File: config.mk
export PLATFORM = sky130hd
export DESIGN_NAME = sie_evaluator
export DESIGN_NICKNAME = d
export VERILOG_FILES = /design/src/sie_pkg.sv /design/src/sie_filter.sv /design/src/sie_reset_detect.sv /design/src/sie_evaluator.sv
export SDC_FILE = /design/constraint.sdc
export NUM_CORES = 1
export LEC_CHECK = 0
export BUFFER_PORTS_ARGS = -buffer_cell sky130_fd_sc_hd__buf_2
export CAP_MARGIN = 10
export CORE_MARGIN = 3
export CORE_UTILIZATION = 55
export CTS_BUF_LIST = sky130_fd_sc_hd__clkbuf_2
export CTS_CLUSTER_SIZE = 12
export DETAILED_ROUTE_END_ITERATION = 7
export PLACE_DENSITY = 0.74
export SLEW_MARGIN = 30
export SYNTH_ARGS = -nofsm -noshare
export SYNTH_HDL_FRONTEND = slang
export SYNTH_HIERARCHICAL = 1
export SYNTH_SLANG_ARGS = --single-unit
export TNS_END_PERCENT = 5
File: constraint.sdc
create_clock -name i_clock -period 3.2 [get_ports i_clock]
set_clock_uncertainty 0.15 [all_clocks]
set_input_delay 0.16 -clock i_clock [delete_from_list [all_inputs] [get_ports i_clock]]
set_output_delay 0.16 -clock i_clock [all_outputs]
set_load 0.005 [all_outputs]
File: src/sie_pkg.sv
// Contract
// - gate mode: output low while gate open
// - gate reset: each opening needs fresh reset
// - manual reset: accept one 0-to-1 rise
// - monitored reset: accept rise then fall
// - test outputs pulsed, shorts detected from returns
// - startup test (not in lock mode): hold low until release-actuate
// - debounce inputs, filter 3 to 250 ms
// - simultaneity: fault when channels skew too long
// - error output asserted on any fault
// - lock mode: high only while locked
// - lock contacts: single NC, double NC, NO+NC
// - key mode: high only while key turned
// - key contacts: single or double NO
// - key reset: each activation needs a reset
// - key startup: release then activate
// - curtain mode: low while area occupied
// - curtain mode uses no test outputs
// - curtain mode: simultaneity always checked
// - curtain reset: each occupation needs reset
// - gate startup: open then close
package sie_pkg;

  // timing
  localparam int CLK_PERIOD_NS  = 40;
  localparam int MS_IN_NS       = 1000000;
  localparam int CYC_PER_MS     = MS_IN_NS / CLK_PERIOD_NS;
  localparam int FILTER_MIN_MS  = 3;
  localparam int FILTER_MAX_MS  = 250;
  localparam int TEST_PERIOD_MS = 10;
  localparam int TEST_LOW_NS    = 100000;
  localparam int TEST_LOW_CYC   = (TEST_LOW_NS + CLK_PERIOD_NS - 1) / CLK_PERIOD_NS;
  localparam int N_CHANNELS     = 2;
  localparam int MS_W           = 8;

  // reset values
  localparam logic [N_CHANNELS-1:0] FILT_RESET = 2'h0;
  localparam logic [N_CHANNELS-1:0] TEST_IDLE  = 2'h3;

  typedef enum logic [1:0] {
    SIE_MODE_GATE,
    SIE_MODE_LOCK,
    SIE_MODE_KEY,
    SIE_MODE_CURTAIN
  } sie_mode_t;

  typedef enum logic [2:0] {
    SIE_IN_SINGLE_NC,
    SIE_IN_DOUBLE_NC,
    SIE_IN_NC_NO,
    SIE_IN_SINGLE_NO,
    SIE_IN_DOUBLE_NO
  } sie_contact_t;

  typedef struct packed {
    sie_mode_t         mode;
    sie_contact_t      contact;
    logic              reset_en;
    logic              reset_monitored;
    logic              test_en;
    logic              startup_en;
    logic              simul_en;
    logic              error_en;
    logic [MS_W-1:0]   filter_ms;
    logic [MS_W-1:0]   simul_ms;
  } sie_cfg_t;

  typedef struct packed {
    logic simul_fault;
    logic short_fault;
    logic await_reset;
    logic startup_pending;
  } sie_status_t;

endpackage

File: src/sie_filter.sv
`timescale 1ns/1ps
module sie_filter #(
  parameter int N = sie_pkg::N_CHANNELS
) (
  // clock and reset
  input  wire logic                    i_clock,
  input  wire logic                    i_reset_n,
  // timing
  input  wire logic                    i_ms_tick,
  input  wire logic [sie_pkg::MS_W-1:0] i_filter_ms,
  // contacts
  input  wire logic [N-1:0]            i_raw,
  output logic      [N-1:0]            o_filt
);
  import sie_pkg::*;

  genvar c;
  generate
    for (c = 0; c < N; c++) begin : g_ch
      logic [MS_W-1:0] cnt_q;
      logic            filt_q;
      wire             differs = i_raw[c] != filt_q;
      wire             expired = i_ms_tick && (cnt_q + 8'h01 >= i_filter_ms);

      // a level must hold unchanged through filter_ms ms ticks, so at least filter_ms - 1 ms, before it passes
      always_ff @(posedge i_clock or negedge i_reset_n) begin
        if (!i_reset_n) begin
          cnt_q  <= '0;
          filt_q <= FILT_RESET[c];
        end else if (!differs) begin
          cnt_q <= '0;
        end else if (expired) begin
          cnt_q  <= '0;
          filt_q <= i_raw[c];
        end else if (i_ms_tick) begin
          cnt_q <= cnt_q + 8'h01;
        end
      end
      assign o_filt[c] = filt_q;
    end
  endgenerate
endmodule // sie_filter

File: src/sie_reset_detect.sv
`timescale 1ns/1ps
module sie_reset_detect (
  // clock and reset
  input  wire logic i_clock,
  input  wire logic i_reset_n,
  // control
  input  wire logic i_monitored,
  input  wire logic i_arm,
  input  wire logic i_reset_input,
  // result
  output logic      o_accept
);
  import sie_pkg::*;

  logic prev_q;
  logic rose_q;

  wire rise = i_reset_input && !prev_q;
  wire fall = !i_reset_input && prev_q;

  // an edge is only counted while armed, so a button held through closing needs a new press
  assign o_accept = i_arm && (i_monitored ? (rose_q && fall) : rise);

  always_ff @(posedge i_clock or negedge i_reset_n) begin
    if (!i_reset_n) begin
      prev_q <= 1'b0;
      rose_q <= 1'b0;
    end else begin
      prev_q <= i_reset_input;
      if (!i_arm || o_accept) begin
        rose_q <= 1'b0;
      end else if (rise) begin
        rose_q <= 1'b1;
      end
    end
  end
endmodule // sie_reset_detect

File: src/sie_evaluator.sv
`timescale 1ns/1ps
module sie_evaluator #(
  parameter int P_CYC_PER_MS = sie_pkg::CYC_PER_MS
) (
  // clock and reset
  input  wire logic                 i_clock,
  input  wire logic                 i_reset_n,
  // configuration
  input  wire sie_pkg::sie_cfg_t    i_cfg,
  // field contacts
  input  wire logic                 i_first_contact_input,
  input  wire logic                 i_second_contact_input,
  input  wire logic                 i_reset_input,
  // test pulse drive
  output logic [sie_pkg::N_CHANNELS-1:0] o_test_out,
  // results
  output logic                      o_safe,
  output logic                      o_error,
  output sie_pkg::sie_status_t      o_status
);
  import sie_pkg::*;

  typedef enum logic [2:0] {
    ST_TEST_OFF,
    ST_TEST_ON,
    ST_OFF,
    ST_ARMED,
    ST_ON
  } sie_state_t;

  // the pulse scales with the time base; the floor keeps it long enough for a return to follow
  localparam int LOW_FLOOR  = 10;
  localparam int LOW_SCALED = (TEST_LOW_CYC * P_CYC_PER_MS) / CYC_PER_MS;
  localparam int LOW_CYC    = (LOW_SCALED < LOW_FLOOR) ? LOW_FLOOR : LOW_SCALED;
  localparam int TICK_W     = $clog2(P_CYC_PER_MS + 1);
  localparam int LOW_W      = $clog2(LOW_CYC + 1);
  localparam logic [TICK_W-1:0] TICK_LAST = TICK_W'(P_CYC_PER_MS - 1);
  localparam logic [LOW_W-1:0]  LOW_LOAD  = LOW_W'(LOW_CYC);
  localparam logic [MS_W-1:0]   TP_LAST   = MS_W'(TEST_PERIOD_MS - 1);
  localparam logic [MS_W-1:0]   FMIN      = MS_W'(FILTER_MIN_MS);
  localparam logic [MS_W-1:0]   FMAX      = MS_W'(FILTER_MAX_MS);

  // millisecond time base
  logic [TICK_W-1:0] tick_cnt_q;
  logic              ms_tick_q;

  always_ff @(posedge i_clock or negedge i_reset_n) begin
    if (!i_reset_n) begin
      tick_cnt_q <= '0;
      ms_tick_q  <= 1'b0;
    end else begin
      ms_tick_q  <= tick_cnt_q == TICK_LAST;
      tick_cnt_q <= (tick_cnt_q == TICK_LAST) ? '0 : tick_cnt_q + TICK_W'(1);
    end
  end

  // mode decode
  wire [1:0] raw       = {i_second_contact_input, i_first_contact_input};
  wire       is_gate   = i_cfg.mode == SIE_MODE_GATE;
  wire       is_lock   = i_cfg.mode == SIE_MODE_LOCK;
  wire       is_key    = i_cfg.mode == SIE_MODE_KEY;
  wire       is_curt   = i_cfg.mode == SIE_MODE_CURTAIN;
  wire       mixed     = is_lock && (i_cfg.contact == SIE_IN_NC_NO);
  wire       lock_two  = is_lock && (i_cfg.contact == SIE_IN_DOUBLE_NC || mixed);
  wire       key_two   = is_key && (i_cfg.contact == SIE_IN_DOUBLE_NO);
  wire       two_ch    = lock_two || key_two || is_curt;
  wire       reset_on  = i_cfg.reset_en && !is_lock;
  wire       start_on  = i_cfg.startup_en && !is_lock;
  // the curtain checks its own outputs, so pulsing them would only trip it
  wire       test_on   = i_cfg.test_en && !is_curt;
  wire       simul_on  = two_ch && (i_cfg.simul_en || is_curt);

  // filter time is clamped so a bad setting cannot remove debouncing
  wire [MS_W-1:0] filter_ms = (i_cfg.filter_ms < FMIN) ? FMIN :
                              (i_cfg.filter_ms > FMAX) ? FMAX : i_cfg.filter_ms;

  // test pulse generator
  logic [MS_W-1:0]        tp_ms_q;
  logic [LOW_W-1:0]       tp_low_q;
  logic                   tp_ch_q;
  logic [N_CHANNELS-1:0]  test_out_q;
  logic [N_CHANNELS-1:0]  test_prev_q;
  logic [N_CHANNELS-1:0]  hold_q;
  logic                   other_pre_q;
  logic                   short_q;

  wire tp_start   = test_on && ms_tick_q && (tp_ms_q == TP_LAST);
  wire next_ch    = two_ch ? !tp_ch_q : 1'b0;
  wire pulse_live = tp_low_q != '0;
  wire pulse_end  = tp_low_q == LOW_W'(1);
  wire tested_raw = raw[tp_ch_q];
  wire other_raw  = raw[!tp_ch_q];
  // a closed contact must follow the pulse low; a high return means a short to a live line,
  // and the other channel dropping with it means the two lines are bridged
  wire short_evt  = test_on && pulse_end &&
                    (tested_raw || (two_ch && other_pre_q && !other_raw));

  genvar c;
  generate
    for (c = 0; c < N_CHANNELS; c++) begin : g_drive
      assign o_test_out[c] = test_out_q[c];
    end
  endgenerate

  always_ff @(posedge i_clock or negedge i_reset_n) begin
    if (!i_reset_n) begin
      tp_ms_q     <= '0;
      tp_low_q    <= '0;
      tp_ch_q     <= 1'b0;
      other_pre_q <= 1'b0;
    end else begin
      if (ms_tick_q) begin
        tp_ms_q <= (tp_ms_q == TP_LAST) ? '0 : tp_ms_q + MS_W'(1);
      end
      if (tp_start) begin
        tp_low_q    <= LOW_LOAD;
        tp_ch_q     <= next_ch;
        other_pre_q <= raw[!next_ch];
      end else if (pulse_live) begin
        tp_low_q <= tp_low_q - LOW_W'(1);
      end
    end
  end

  always_ff @(posedge i_clock or negedge i_reset_n) begin
    if (!i_reset_n) begin
      test_out_q  <= TEST_IDLE;
      test_prev_q <= TEST_IDLE;
    end else begin
      test_out_q  <= TEST_IDLE;
      if (test_on && pulse_live && !pulse_end) begin
        test_out_q[tp_ch_q] <= 1'b0;
      end
      test_prev_q <= test_out_q;
    end
  end

  // during a pulse and one cycle after, the filter sees the last level before it
  wire [N_CHANNELS-1:0] masked = ~test_out_q | ~test_prev_q;
  wire [N_CHANNELS-1:0] filt_in = (masked & hold_q) | (~masked & raw);

  always_ff @(posedge i_clock or negedge i_reset_n) begin
    if (!i_reset_n) begin
      hold_q <= FILT_RESET;
    end else begin
      hold_q <= filt_in;
    end
  end

  // debounce
  logic [N_CHANNELS-1:0] filt;

  sie_filter #(
    .N (N_CHANNELS)
  ) u_filter (
    .i_clock     (i_clock),
    .i_reset_n   (i_reset_n),
    .i_ms_tick   (ms_tick_q),
    .i_filter_ms (filter_ms),
    .i_raw       (filt_in),
    .o_filt      (filt)
  );

  // evaluation
  // equivalent pairs agree when equal, the NO+NC pair when different
  wire agree  = !two_ch || (mixed ? (filt[0] ^ filt[1]) : (filt[0] ~^ filt[1]));
  // gate closed, guard locked, key turned or area clear: first channel high
  wire active = agree && filt[0];
  wire idle   = agree && !filt[0];
  // the filter starts out inactive, so idle only counts once it has caught up with the inputs
  wire settled = filt_in == filt;

  // simultaneity
  logic [MS_W:0] skew_q;
  logic          simul_q;

  wire skew_over = skew_q > {1'b0, i_cfg.simul_ms};
  wire simul_evt = simul_on && !agree && skew_over;

  always_ff @(posedge i_clock or negedge i_reset_n) begin
    if (!i_reset_n) begin
      skew_q <= '0;
    end else if (!simul_on || agree) begin
      skew_q <= '0;
    end else if (ms_tick_q && !skew_over) begin
      skew_q <= skew_q + 9'h001;
    end
  end

  // faults stay until the inputs settle to a consistent idle; a new event wins over the clear
  wire fault_clear = idle;

  always_ff @(posedge i_clock or negedge i_reset_n) begin
    if (!i_reset_n) begin
      simul_q <= 1'b0;
      short_q <= 1'b0;
    end else begin
      if (simul_evt) begin
        simul_q <= 1'b1;
      end else if (fault_clear) begin
        simul_q <= 1'b0;
      end
      if (short_evt) begin
        short_q <= 1'b1;
      end else if (fault_clear) begin
        short_q <= 1'b0;
      end
    end
  end

  wire fault = simul_q || short_q || simul_evt || short_evt;
  wire good  = active && !fault;

  // output sequencing
  sie_state_t state_q;
  sie_state_t state_d;
  logic       safe_q;
  logic       error_q;
  logic       reset_ok;

  sie_reset_detect u_reset (
    .i_clock       (i_clock),
    .i_reset_n     (i_reset_n),
    .i_monitored   (i_cfg.reset_monitored),
    .i_arm         (state_q == ST_ARMED),
    .i_reset_input (i_reset_input),
    .o_accept      (reset_ok)
  );

  always_comb begin
    state_d = state_q;
    unique case (state_q)
      // power-up test: a full release then actuation before anything can enable
      ST_TEST_OFF: begin
        if (!start_on) begin
          state_d = ST_OFF;
        end else if (idle && settled && !fault) begin
          state_d = ST_TEST_ON;
        end
      end
      ST_TEST_ON: begin
        if (good) begin
          state_d = reset_on ? ST_ARMED : ST_ON;
        end
      end
      ST_OFF: begin
        if (good) begin
          state_d = reset_on ? ST_ARMED : ST_ON;
        end
      end
      ST_ARMED: begin
        if (!good) begin
          state_d = ST_OFF;
        end else if (reset_ok) begin
          state_d = ST_ON;
        end
      end
      ST_ON: begin
        if (!good) begin
          state_d = ST_OFF;
        end
      end
    endcase
  end

  always_ff @(posedge i_clock or negedge i_reset_n) begin
    if (!i_reset_n) begin
      state_q <= ST_TEST_OFF;
      safe_q  <= 1'b0;
      error_q <= 1'b0;
    end else begin
      state_q <= state_d;
      safe_q  <= state_d == ST_ON;
      error_q <= i_cfg.error_en && fault;
    end
  end

  assign o_safe                   = safe_q;
  assign o_error                  = error_q;
  assign o_status.simul_fault     = simul_q;
  assign o_status.short_fault     = short_q;
  assign o_status.await_reset     = state_q == ST_ARMED;
  assign o_status.startup_pending = (state_q == ST_TEST_OFF) || (state_q == ST_TEST_ON);

endmodule // sie_evaluator

Word-level counts from Yosys, hierarchy flattened --
Cells that the tools add are included.
Operators by class: $add $sub $neg 6, $mul 0, div/mod/pow operators 0, order comparisons 9, equality and inequality tests 19, shifts and indexed selects 0, mux-type cells 39, bitwise logic cells 10, reductions and logical operators 68
Operators with widths (number):
- 8-bit two-way mux | 9
- 1-bit logical AND | 31
- 8-bit by 1-bit adder with 8-bit output (second input constant) | 3
- 12-bit two-way mux | 2
- 3-bit two-way mux | 7
- 9-bit two-way mux | 2
- 8-bit greater-or-equal comparator | 2
- 15-bit by 1-bit adder with 15-bit output (second input constant) | 1
- 15-bit equality test (second input constant) | 1
- 1-bit logical NOT | 15
- 1-bit two-way mux | 15
- 15-bit two-way mux | 1
- 12-bit by 1-bit equality test with 1-bit output (second input constant) | 1
- 1-bit logical OR | 12
- 3-bit one-hot mux with 4 select lines | 1
- 12-bit nonzero test | 1
- 12-bit by 1-bit subtractor with 12-bit output (second input constant) | 1
- 2-bit nonzero test | 5
- 9-bit by 1-bit adder with 9-bit output (second input constant) | 1
- 3-bit by 2-bit equality test with 1-bit output (second input constant) | 3
- 3-bit equality test (second input constant) | 3
- 9-bit by 8-bit greater-than comparator with 1-bit output | 1
- 8-bit by 4-bit equality test with 1-bit output (second input constant) | 1
- 8-bit greater-than comparator (second input constant) | 1
- other kinds (19) | 31
Word-level totals: register bits 80, bits in latches 0, bits in writable memories 0, bits in read-only memories 0, input bits 32, output and inout port bits 8, word-level logic and storage cells 172, memories kept 0

Depth between registers and ports, before layout --
Gate-level depths: netlist (run 1).
word-level depth 19, depth in mapped cells 12, gate-level depth less buffers 11

Cells and area by module --
Netlist (run 1), hierarchy kept.
Modules (own cells, without submodules):
- sie_evaluator | times used 1, cells each 361, area an instance 3463.3 µm², sequential area each 1506.4 µm²
- sie_filter | times used 1, cells each 154, area an instance 1387.6 µm², sequential area each 450.4 µm²
- sie_reset_detect | times used 1, cells each 8, area an instance 100.1 µm², sequential area each 50.0 µm²

Worst setup path before layout (run 1) --
OpenSTA, ideal clock, no wires.
path type input-to-reg, start input i_cfg[15] (netlist name), end register u_filter.g_ch[1].filt_q, library setup time 0.125 ns, arrival 2.418 ns, data required time 2.925 ns, slack 0.507 ns, stages on the path 10, buffers on the path 0, cells stage by stage or4_1 -> nor2_1 -> a21oi_1 -> o21ai_0 -> ha_1 -> nand2b_4 -> a2111o_1 -> a21oi_4 -> nor2_2 -> mux2_4
Between the ends: longest elaborated chain between the ends 6, elaborated cells on any way between the ends 7, classes of those cells order compare: 3; mux: 2; reduce/logical: 2
RTL lines:
- start: declaration | RTL line sie_evaluator.sv:9 | input wire sie_pkg::sie_cfg_t i_cfg,
- 8-bit greater-than comparator | RTL line sie_evaluator.sv:75 | (i_cfg.filter_ms > FMAX) ? FMAX : i_cfg.filter_ms;
- 8-bit two-way mux | RTL line sie_evaluator.sv:75
- 8-bit two-way mux (*) | RTL line sie_evaluator.sv:74 | wire [MS_W-1:0] filter_ms = (i_cfg.filter_ms < FMIN) ? FMIN :
- net filter_ms[0] | RTL line sie_evaluator.sv:74
- 8-bit greater-or-equal comparator (*) | RTL line sie_filter.sv:23 | wire expired = i_ms_tick && (cnt_q + 8'h01 >= i_filter_ms);
- 1-bit logical AND (*) | RTL line sie_filter.sv:23
- 2-bit AND reduction (no line) (*)
- end signal: assignment | RTL line sie_filter.sv:29 | filt_q <= FILT_RESET[c];
- end signal: assignment | RTL line sie_filter.sv:34 | filt_q <= i_raw[c];
- end: declaration | RTL line sie_filter.sv:21 | logic filt_q;
The timed path passes the listed nets; every way through them passes the cells marked *. A chain may end at the register's enable or synchronous reset.

Worst setup path after layout (run 1) --
start input i_cfg[15] (netlist name), end register u_filter.g_ch[1].cnt_q[5]
Between the ends: longest elaborated chain between the ends 7, elaborated cells on any way between the ends 9, classes of those cells order compare: 3; eq/ne: 1; mux: 4; reduce/logical: 1
RTL lines:
- 8-bit greater-than comparator | RTL line sie_evaluator.sv:75
- 8-bit two-way mux | RTL line sie_evaluator.sv:75
- 8-bit two-way mux (*) | RTL line sie_evaluator.sv:74
- net filter_ms[0] | RTL line sie_evaluator.sv:74
- 8-bit greater-or-equal comparator (*) | RTL line sie_filter.sv:23
- 1-bit logical AND (*) | RTL line sie_filter.sv:23
- 8-bit two-way mux | RTL line sie_filter.sv:32 | end else if (expired) begin
- 8-bit two-way mux | RTL line sie_filter.sv:30 | end else if (!differs) begin
- end signal: assignment | RTL line sie_filter.sv:36 | cnt_q <= cnt_q + 8'h01;
- end: declaration | RTL line sie_filter.sv:20 | logic [MS_W-1:0] cnt_q;
Marks and branches as above.

==> results of run 1 <==
==> worst max-delay path by stage <==
stage                                                      from                               endpoint  cells after the start
after global placement                                i_cfg[15]    u_filter/g_ch[1].filt_q$_DFFE_PN0P_                     11
after global routing      u_filter/g_ch[0].cnt_q[0]$_DFFE_PN0P_  u_filter/g_ch[0].cnt_q[3]$_DFFE_PN0P_                     12
final                                                 i_cfg[15]  u_filter/g_ch[1].cnt_q[5]$_DFFE_PN0P_                     12
after CTS                 u_filter/g_ch[0].cnt_q[2]$_DFFE_PN0P_  u_filter/g_ch[0].cnt_q[3]$_DFFE_PN0P_                     10
after detailed placement                              i_cfg[15]  u_filter/g_ch[1].cnt_q[5]$_DFFE_PN0P_                     11
after floorplan                                       i_cfg[15]    u_filter/g_ch[1].filt_q$_DFFE_PN0P_                     10
==> worst max-delay path: stages <==
cell,delay (ns)
dlygate4sd3_1,0.53
buf_2,0.13
or4_1,0.52
nor2_1,0.14
a21oi_1,0.05
o21ai_0,0.25
ha_1,0.28
nand2b_4,0.13
a2111o_1,0.44
a21oi_4,0.24
nor2_2,0.08
nor4_1,0.32
==> placed cells by master, fill, tap and decap left out, types with 4 or more instances in the layout <==
| cell | n |
|---|---|
| or4_1 | 4 |
| o21ai_0 | 23 |
| buf_2 | 38 |
| a32o_1 | 5 |
| buf_4 | 5 |
| nor2_1 | 46 |
| o211ai_1 | 4 |
| o21ai_1 | 8 |
| nand2_1 | 47 |
| dlygate4sd3_1 | 13 |
| clkbuf_2 | 9 |
| dfstp_2 | 4 |
| dfrtp_1 | 76 |
| and2_1 | 4 |
| a31oi_1 | 4 |
| nand3_1 | 18 |
| nand4_1 | 14 |
| and3_1 | 12 |
| nand2b_1 | 5 |
| xor2_1 | 20 |
| or3_1 | 16 |
| ha_1 | 32 |
| a21oi_1 | 23 |
| xnor2_1 | 19 |
| nor4_1 | 6 |
| nor3_1 | 11 |
| inv_1 | 31 |
| a21o_1 | 7 |
| mux2i_1 | 6 |
==> through the flow <==
stage          utilization (%)  cells  power [mW]  instance area, sq um  hold slack (ns)
4_1_cts                  64.63    683       1.827                  5470          0.02457
6_report                 64.80    685       1.796                  5485          0.03190
2_1_floorplan                -    523       1.170                  4951          -0.2856
3_5_place_dp             61.64    654       1.238                  5218          0.09941
5_1_grt                  64.80    685       1.890                  5485          0.03292
3_3_place_gp             61.60    654       1.229                  5214           0.1510
==> layout make-up <==
class | count | area, sq um
multi-input combinational | 395 | 2735
sequential | 80 | 2007
fill | 702 | 2979
inverter | 32 | 120.1
timing repair buffer | 57 | 369.1
tap | 105 | 131.4
clock buffer | 9 | 45.04
clock inverter | 7 | 77.57
==> per-layer routing <==
metal / GRT usage, % / vias to the layer above / wire (microns)
li1: - / 1988 / -
met1: 25.69 / 1887 / 4383
met2: 36.10 / 64 / 4997
met3: 4.637 / 12 / 321
met4: 5.803 / 0 / 120
met5: 0 / - / 0
==> timing repair <==
action | 4_1_cts | 5_1_grt
buffers inserted | 0 | 2
setup endpoints to repair | 0 | 2
hold buffers | 13 | 0
hold endpoints to repair | 102 | 0
==> cells by family after synthesis <==
logic type / after synthesis / share of synthesized area [%]
AO/OA/AOI/OAI: 106 / 15.31
multiplexers: 10 / 2.199
adder cells (fa/ha/maj): 32 / 8.087
flip-flops: 80 / 40.54
XOR/XNOR: 39 / 6.899
AND/OR/NAND/NOR: 208 / 22.74
buffers and inverters: 48 / 4.220
==> power groups by stage <==
stage	clock network [mW]	registers, mW	logic (mW)
finish	0.564	1.04	0.191
global route	0.627	1.04	0.218
CTS	0.593	1.04	0.193
detailed placement	0	1.06	0.180
global placement	0	1.06	0.172
floorplan	0	1.05	0.120
==> flip-flops by register name, summed over array words and instances (netlist names) <==
name	count
u_filter/g_ch.cnt_q	16
simul_q	1
skew_q	9
state_q	3
other_pre_q	1
short_q	1
ms_tick_q	1
u_reset/prev_q	1
test_prev_q	2
o_test_out	2
o_error	1
tp_low_q	12
hold_q	2
o_safe	1
u_reset/rose_q	1
tp_ch_q	1
tp_ms_q	8
tick_cnt_q	15
u_filter/g_ch.filt_q	2
==> impl_metrics.yaml, run 1 <==
power_and_ir_drop:
  p_sw_mw: 0.4971
  vdd_drop_max_mv: 0.2778
  power_density_nw_per_um2: 327.5
  p_leak_nw: 2.568
  comb_power_share_pct: 10.7
  internal_power_mw: 1.299
  swShare_pct: 27.67
  seq_power_share_pct: 58.0
  pwr-share-clk_pct: 31.4
floorplan:
  die_h_microns: 100.9
  num_rows: 33
  start_util_pct: 58.49
  die_area_sq_um: 10180
  die_w_microns: 100.9
  core_sq_um: 8464
  io_pins: 40
drt:
  final_antenna_net_count: 0
  drc: 0
  drtPass1Iterations: 4
  drtIter0Drc: 123
  via_count: 3951
  wl_per_cell_microns: 14.34
  vias_per_cell: 5.768
  wl_microns: 9823
sta:
  min_period_ns: 3.017
  grt_setup_unrepaired: "no"
  setup_tns_ns: 0
  timing.final.ws_setup_ns: 0.1829
  tightestPinTransition_ns: 0.7064
  finalCritPeriodShare_pct: 94.28
  fmax_mhz: 331.4
  relSlewSlack_pct: 52.90
  slew_viol_final: 0
  timing_hold_violations_final: 0
  finalSetupViolCount: 0
job:
  cap_violations: 0
cells_and_area:
  area_growth_pct: 10.79
  n_antenna_cell: 0
  layout-drive-gt1-share_pct: 14.66
  nets: 639
global_route:
  grt_pass1_vias: 3861
  antenna_found_initial: 0
  grt_usage_pct: 20.70
  grt_start_max_net_pins: 81
  grt_overflow: 0
  grt_pass1_wl_microns: 17220
synth:
  synth_top_cells_by_count: "76 x dfrtp_1, 47 x nand2_1, 46 x nor2_1"
  synth_ff_type: "dfrtp_1"
  yosysTopAreaCell: "dfrtp_1"
  synth_seq_area_share_pct: 40.54
  netlist.area_leader.share_pct: 38.41
  netlist_area_sq_um: 4951
  synth_most_common_cell: "dfrtp_1"
  synth_area_leaders: "dfrtp_1 38%, ha_1 8.1%, nand2_1 3.6%"
  synth_warnings: 6
  syn_avg_cell_area_sq_um: 9.467
  ys_types: 72
  synthCells: 523
  ys_ff_latch: 80
  syn-num-nets: 587
  async_reset_ff_share_pct: 100.0
  synth_edf_count: 0
setup_path:
  cp_max_fo: 7
  arrival_ns: 3.28
  reg2reg_slack_ns: 0.39
  r2r-start: "u_filter/g_ch[0].cnt_q[0]$_DFFE_PN0P_"
  reg2regPathDepth: 12
  required_ns: 3.47
  start_kind: "input port"
  worstSetupPathType: "input port to flip-flop"
  cp-end-kind: "flip-flop"
  r2r_end: "u_filter/g_ch[0].cnt_q[3]$_DFFE_PN0P_"
placed_design:
  dp_hpwl_microns: 7242
  finalWeightedCongestion: 0.8266
  pre_cts_ws_ns: 0.2254
  io_buffers: 39
clock_tree:
  htreeDepth: 3
  cts_buffers: 9
  clock_latency_ns: 0.53
  clk_pin_slew_ns: 0.23
  cts_resized: 0
  tritoncts: "built"
  cts.sinks: 80
  cts_root_buffer: "clkbuf_2"
  clockBufferDepth: 2
worst_hold_path:
  hp-class: "input port to asynchronous set/reset pin"
outcome:
  status: "complete, no violations"
Note: power is estimated with default switching activity, not from simulation.
==> run 2: changes to the inputs <==
--- a/config.mk
+++ b/config.mk
@@ -5,6 +5,7 @@
 export SDC_FILE = /design/constraint.sdc
 export NUM_CORES = 1
 export LEC_CHECK = 0
+export ABC_AREA = 1
 export BUFFER_PORTS_ARGS = -buffer_cell sky130_fd_sc_hd__buf_2
 export CAP_MARGIN = 10
 export CORE_MARGIN = 3
==> impl_metrics.yaml, run 2 <==
setup_path:
  cp-end-kind: "flip-flop"
  critPathLaunch: "skew_q[7]$_DFFE_PN0P_"
  cpMostUsedCell: "nand2_1"
  cp_max_fo: 5
  r2r_end: "state_q[1]$_DFF_PN0_"
  worstSetupPathType: "flip-flop to flip-flop"
  crit_path_end: "state_q[1]$_DFF_PN0_"
  arrival_ns: 2.92
  worstPathCellList: "ha_1, nand2_1, nor2_1, nor2_1, nand2_1, nor2_1, nor2_1, nand3_2, nand3_1, nand2_1, nand2_1, nand2_1, nand3_1, dlygate4sd3_1"
  max_stage_delay_ns: 0.55
  start_kind: "flip-flop"
  path_buf_inv: 1
  reg2reg_slack_ns: 0.58
  cp_slowest_cell: "dlygate4sd3_1"
  path_depth: 14
  r2r-start: "skew_q[7]$_DFFE_PN0P_"
  reg2regPathDepth: 14
  cpLargestDelayFamily: "simple AND/OR/NAND/NOR gates"
  required_ns: 3.50
clock_tree:
  clock_latency_ns: 0.53
  cts_buffers: 9
  clk_pin_slew_ns: 0.23
  htreeDepth: 3
  clockBufferDepth: 2
  cts_root_buffer: "clkbuf_2"
  cts.sinks: 80
  cts_resized: 0
  tritoncts: "built"
power_and_ir_drop:
  vdd_drop_max_mv: 0.3039
  power_density_nw_per_um2: 331.1
  seq_power_share_pct: 55.2
  p_sw_mw: 0.5093
  internal_power_mw: 1.388
  swShare_pct: 26.85
  pwr-share-clk_pct: 32.6
  comb_power_share_pct: 12.1
  p_leak_nw: 3.157
cells_and_area:
  layout-drive-gt1-share_pct: 11.77
  fin_cells: 864
  largest_register: "u_filter/g_ch.cnt_q"
  utilization_pct: 64.15
  n_antenna_cell: 0
  largest_register_ffs: 16
  nets: 815
  design_area_sq_um: 5731
  final_common_cell: "nand2_1"
  mostFrequentLayoutCells: "172 x nand2_1, 126 x inv_1, 76 x nor2_1, 76 x dfrtp_1, 40 x nand3_1"
  area_growth_pct: 10.90
  largestRegisters: "u_filter/g_ch.cnt_q (16), tick_cnt_q (15), tp_low_q (12)"
global_route:
  use_met1_pct: 24.42
  grt_overflow: 0
  grt_usage_pct: 21.00
  antenna_found_initial: 0
  grt_use_met3_pct: 5.074
  globalRouteMet2Util_pct: 38.53
  grt.busiest_layer: "met2"
  grt_pass1_vias: 4345
  grt_start_max_net_pins: 81
  grt_pass1_wl_microns: 18000
drt:
  via_count: 4494
  drtPass1Iterations: 4
  wl_per_cell_microns: 12.06
  vias_per_cell: 5.201
  drc: 0
  wl_microns: 10420
  final_antenna_net_count: 0
  drtIter0Drc: 196
outcome:
  status: "complete, no violations"
floorplan:
  die_h_microns: 102.9
  io_pins: 40
  num_rows: 34
  die_area_sq_um: 10590
  start_util_pct: 57.84
  die_w_microns: 102.9
  core_sq_um: 8934
sta:
  finalSetupViolCount: 0
  min_period_ns: 2.625
  relSlewSlack_pct: 52.45
  fmax_mhz: 381.0
  slew_viol_final: 0
  setup_tns_ns: 0
  timing_hold_violations_final: 0
  tightestPinTransition_ns: 0.7133
  grt_setup_unrepaired: "no"
  finalCritPeriodShare_pct: 82.02
synth:
  yosysTopAreaCell: "dfrtp_1"
  synth_top_cells_by_count: "172 x nand2_1, 126 x inv_1, 76 x dfrtp_1, 76 x nor2_1, 40 x nand3_1"
  synth_warnings: 6
  syn_avg_cell_area_sq_um: 7.393
  synth_most_common_cell: "nand2_1"
  ys_types: 43
  ys_ff_latch: 80
  syn-num-nets: 763
  synth_ff_type: "dfrtp_1"
  synth_seq_area_share_pct: 38.84
  netlist_area_sq_um: 5167
  async_reset_ff_share_pct: 100.0
  synth_edf_count: 0
  netlist.area_leader.share_pct: 36.80
  synth_area_leaders: "dfrtp_1 37%, nand2_1 12%, inv_1 9.2%"
  synthCells: 699
placed_design:
  dp_hpwl_microns: 7903
  dp.cells: 832
  io_buffers: 39
  dpl_cell_area_sq_um: 5431
  finalWeightedCongestion: 0.8307
job:
  cap_violations: 0
worst_hold_path:
  hp-class: "input port to asynchronous set/reset pin"
run 2: power groups by stage:
| stage | registers, mW | clock network (mW) | logic (mW) |
|---|---|---|---|
| after CTS | 1.05 | 0.639 | 0.231 |
| after floorplan | 1.06 | 0 | 0.123 |
| after global placement | 1.06 | 0 | 0.197 |
| final | 1.05 | 0.619 | 0.230 |
| after detailed placement | 1.06 | 0 | 0.202 |
| after global routing | 1.05 | 0.677 | 0.264 |
run 2: layout make-up:
class | instances | area [sq um]
sequential | 80 | 2007
fill | 768 | 3203
clock inverter | 7 | 93.84
inverter | 128 | 480.5
tap | 108 | 135.1
clock buffer | 9 | 45.04
timing repair buffer | 56 | 369.1
multi-input combinational | 476 | 2600
run 2: how the worst min path moves through the flow:
stage	start	slack [ns]	to
floorplan	i_reset_n	-0.29	hold_q[0]$_DFF_PN0_
global placement	i_reset_input	0.17	u_reset/prev_q$_DFF_PN0_
detailed placement	i_reset_n	0.09	u_filter/g_ch[0].cnt_q[0]$_DFFE_PN0P_
CTS	i_reset_n	0.02	tp_ms_q[4]$_DFFE_PN0P_
global route	i_reset_n	0.06	tick_cnt_q[0]$_DFF_PN0_
finish	i_reset_n	0.05	tick_cnt_q[0]$_DFF_PN0_
run 2: cells by family after synthesis:
logic type | synth area share, %
xor+xnor | 4.068
compound gates | 7.724
buf+inv | 10.85
flops | 38.84
fa+ha+maj | 7.748
simple gates | 30.77
run 2: through the flow:
| step | hold WS (ns) | setup WS, ns | total power [mW] |
|---|---|---|---|
| 2_1_floorplan | -0.2856 | 1.117 | 1.183 |
| 3_3_place_gp | 0.1688 | 0.9434 | 1.259 |
| 3_5_place_dp | 0.08905 | 0.7652 | 1.267 |
| 4_1_cts | 0.02129 | 0.5701 | 1.918 |
| 5_1_grt | 0.06425 | 0.3394 | 1.992 |
| 6_report | 0.05470 | 0.5754 | 1.897 |
run 2: what timing repair did:
action,in CTS,in global routing
hold endpoints to repair,106,0
buffers inserted,0,0
hold buffers,16,0
run 2: per-layer routing:
metal,vias up,wire length [microns]
li1,2302,-
met1,2106,4553
met2,75,5417
met3,11,355
met4,0,97
met5,-,0
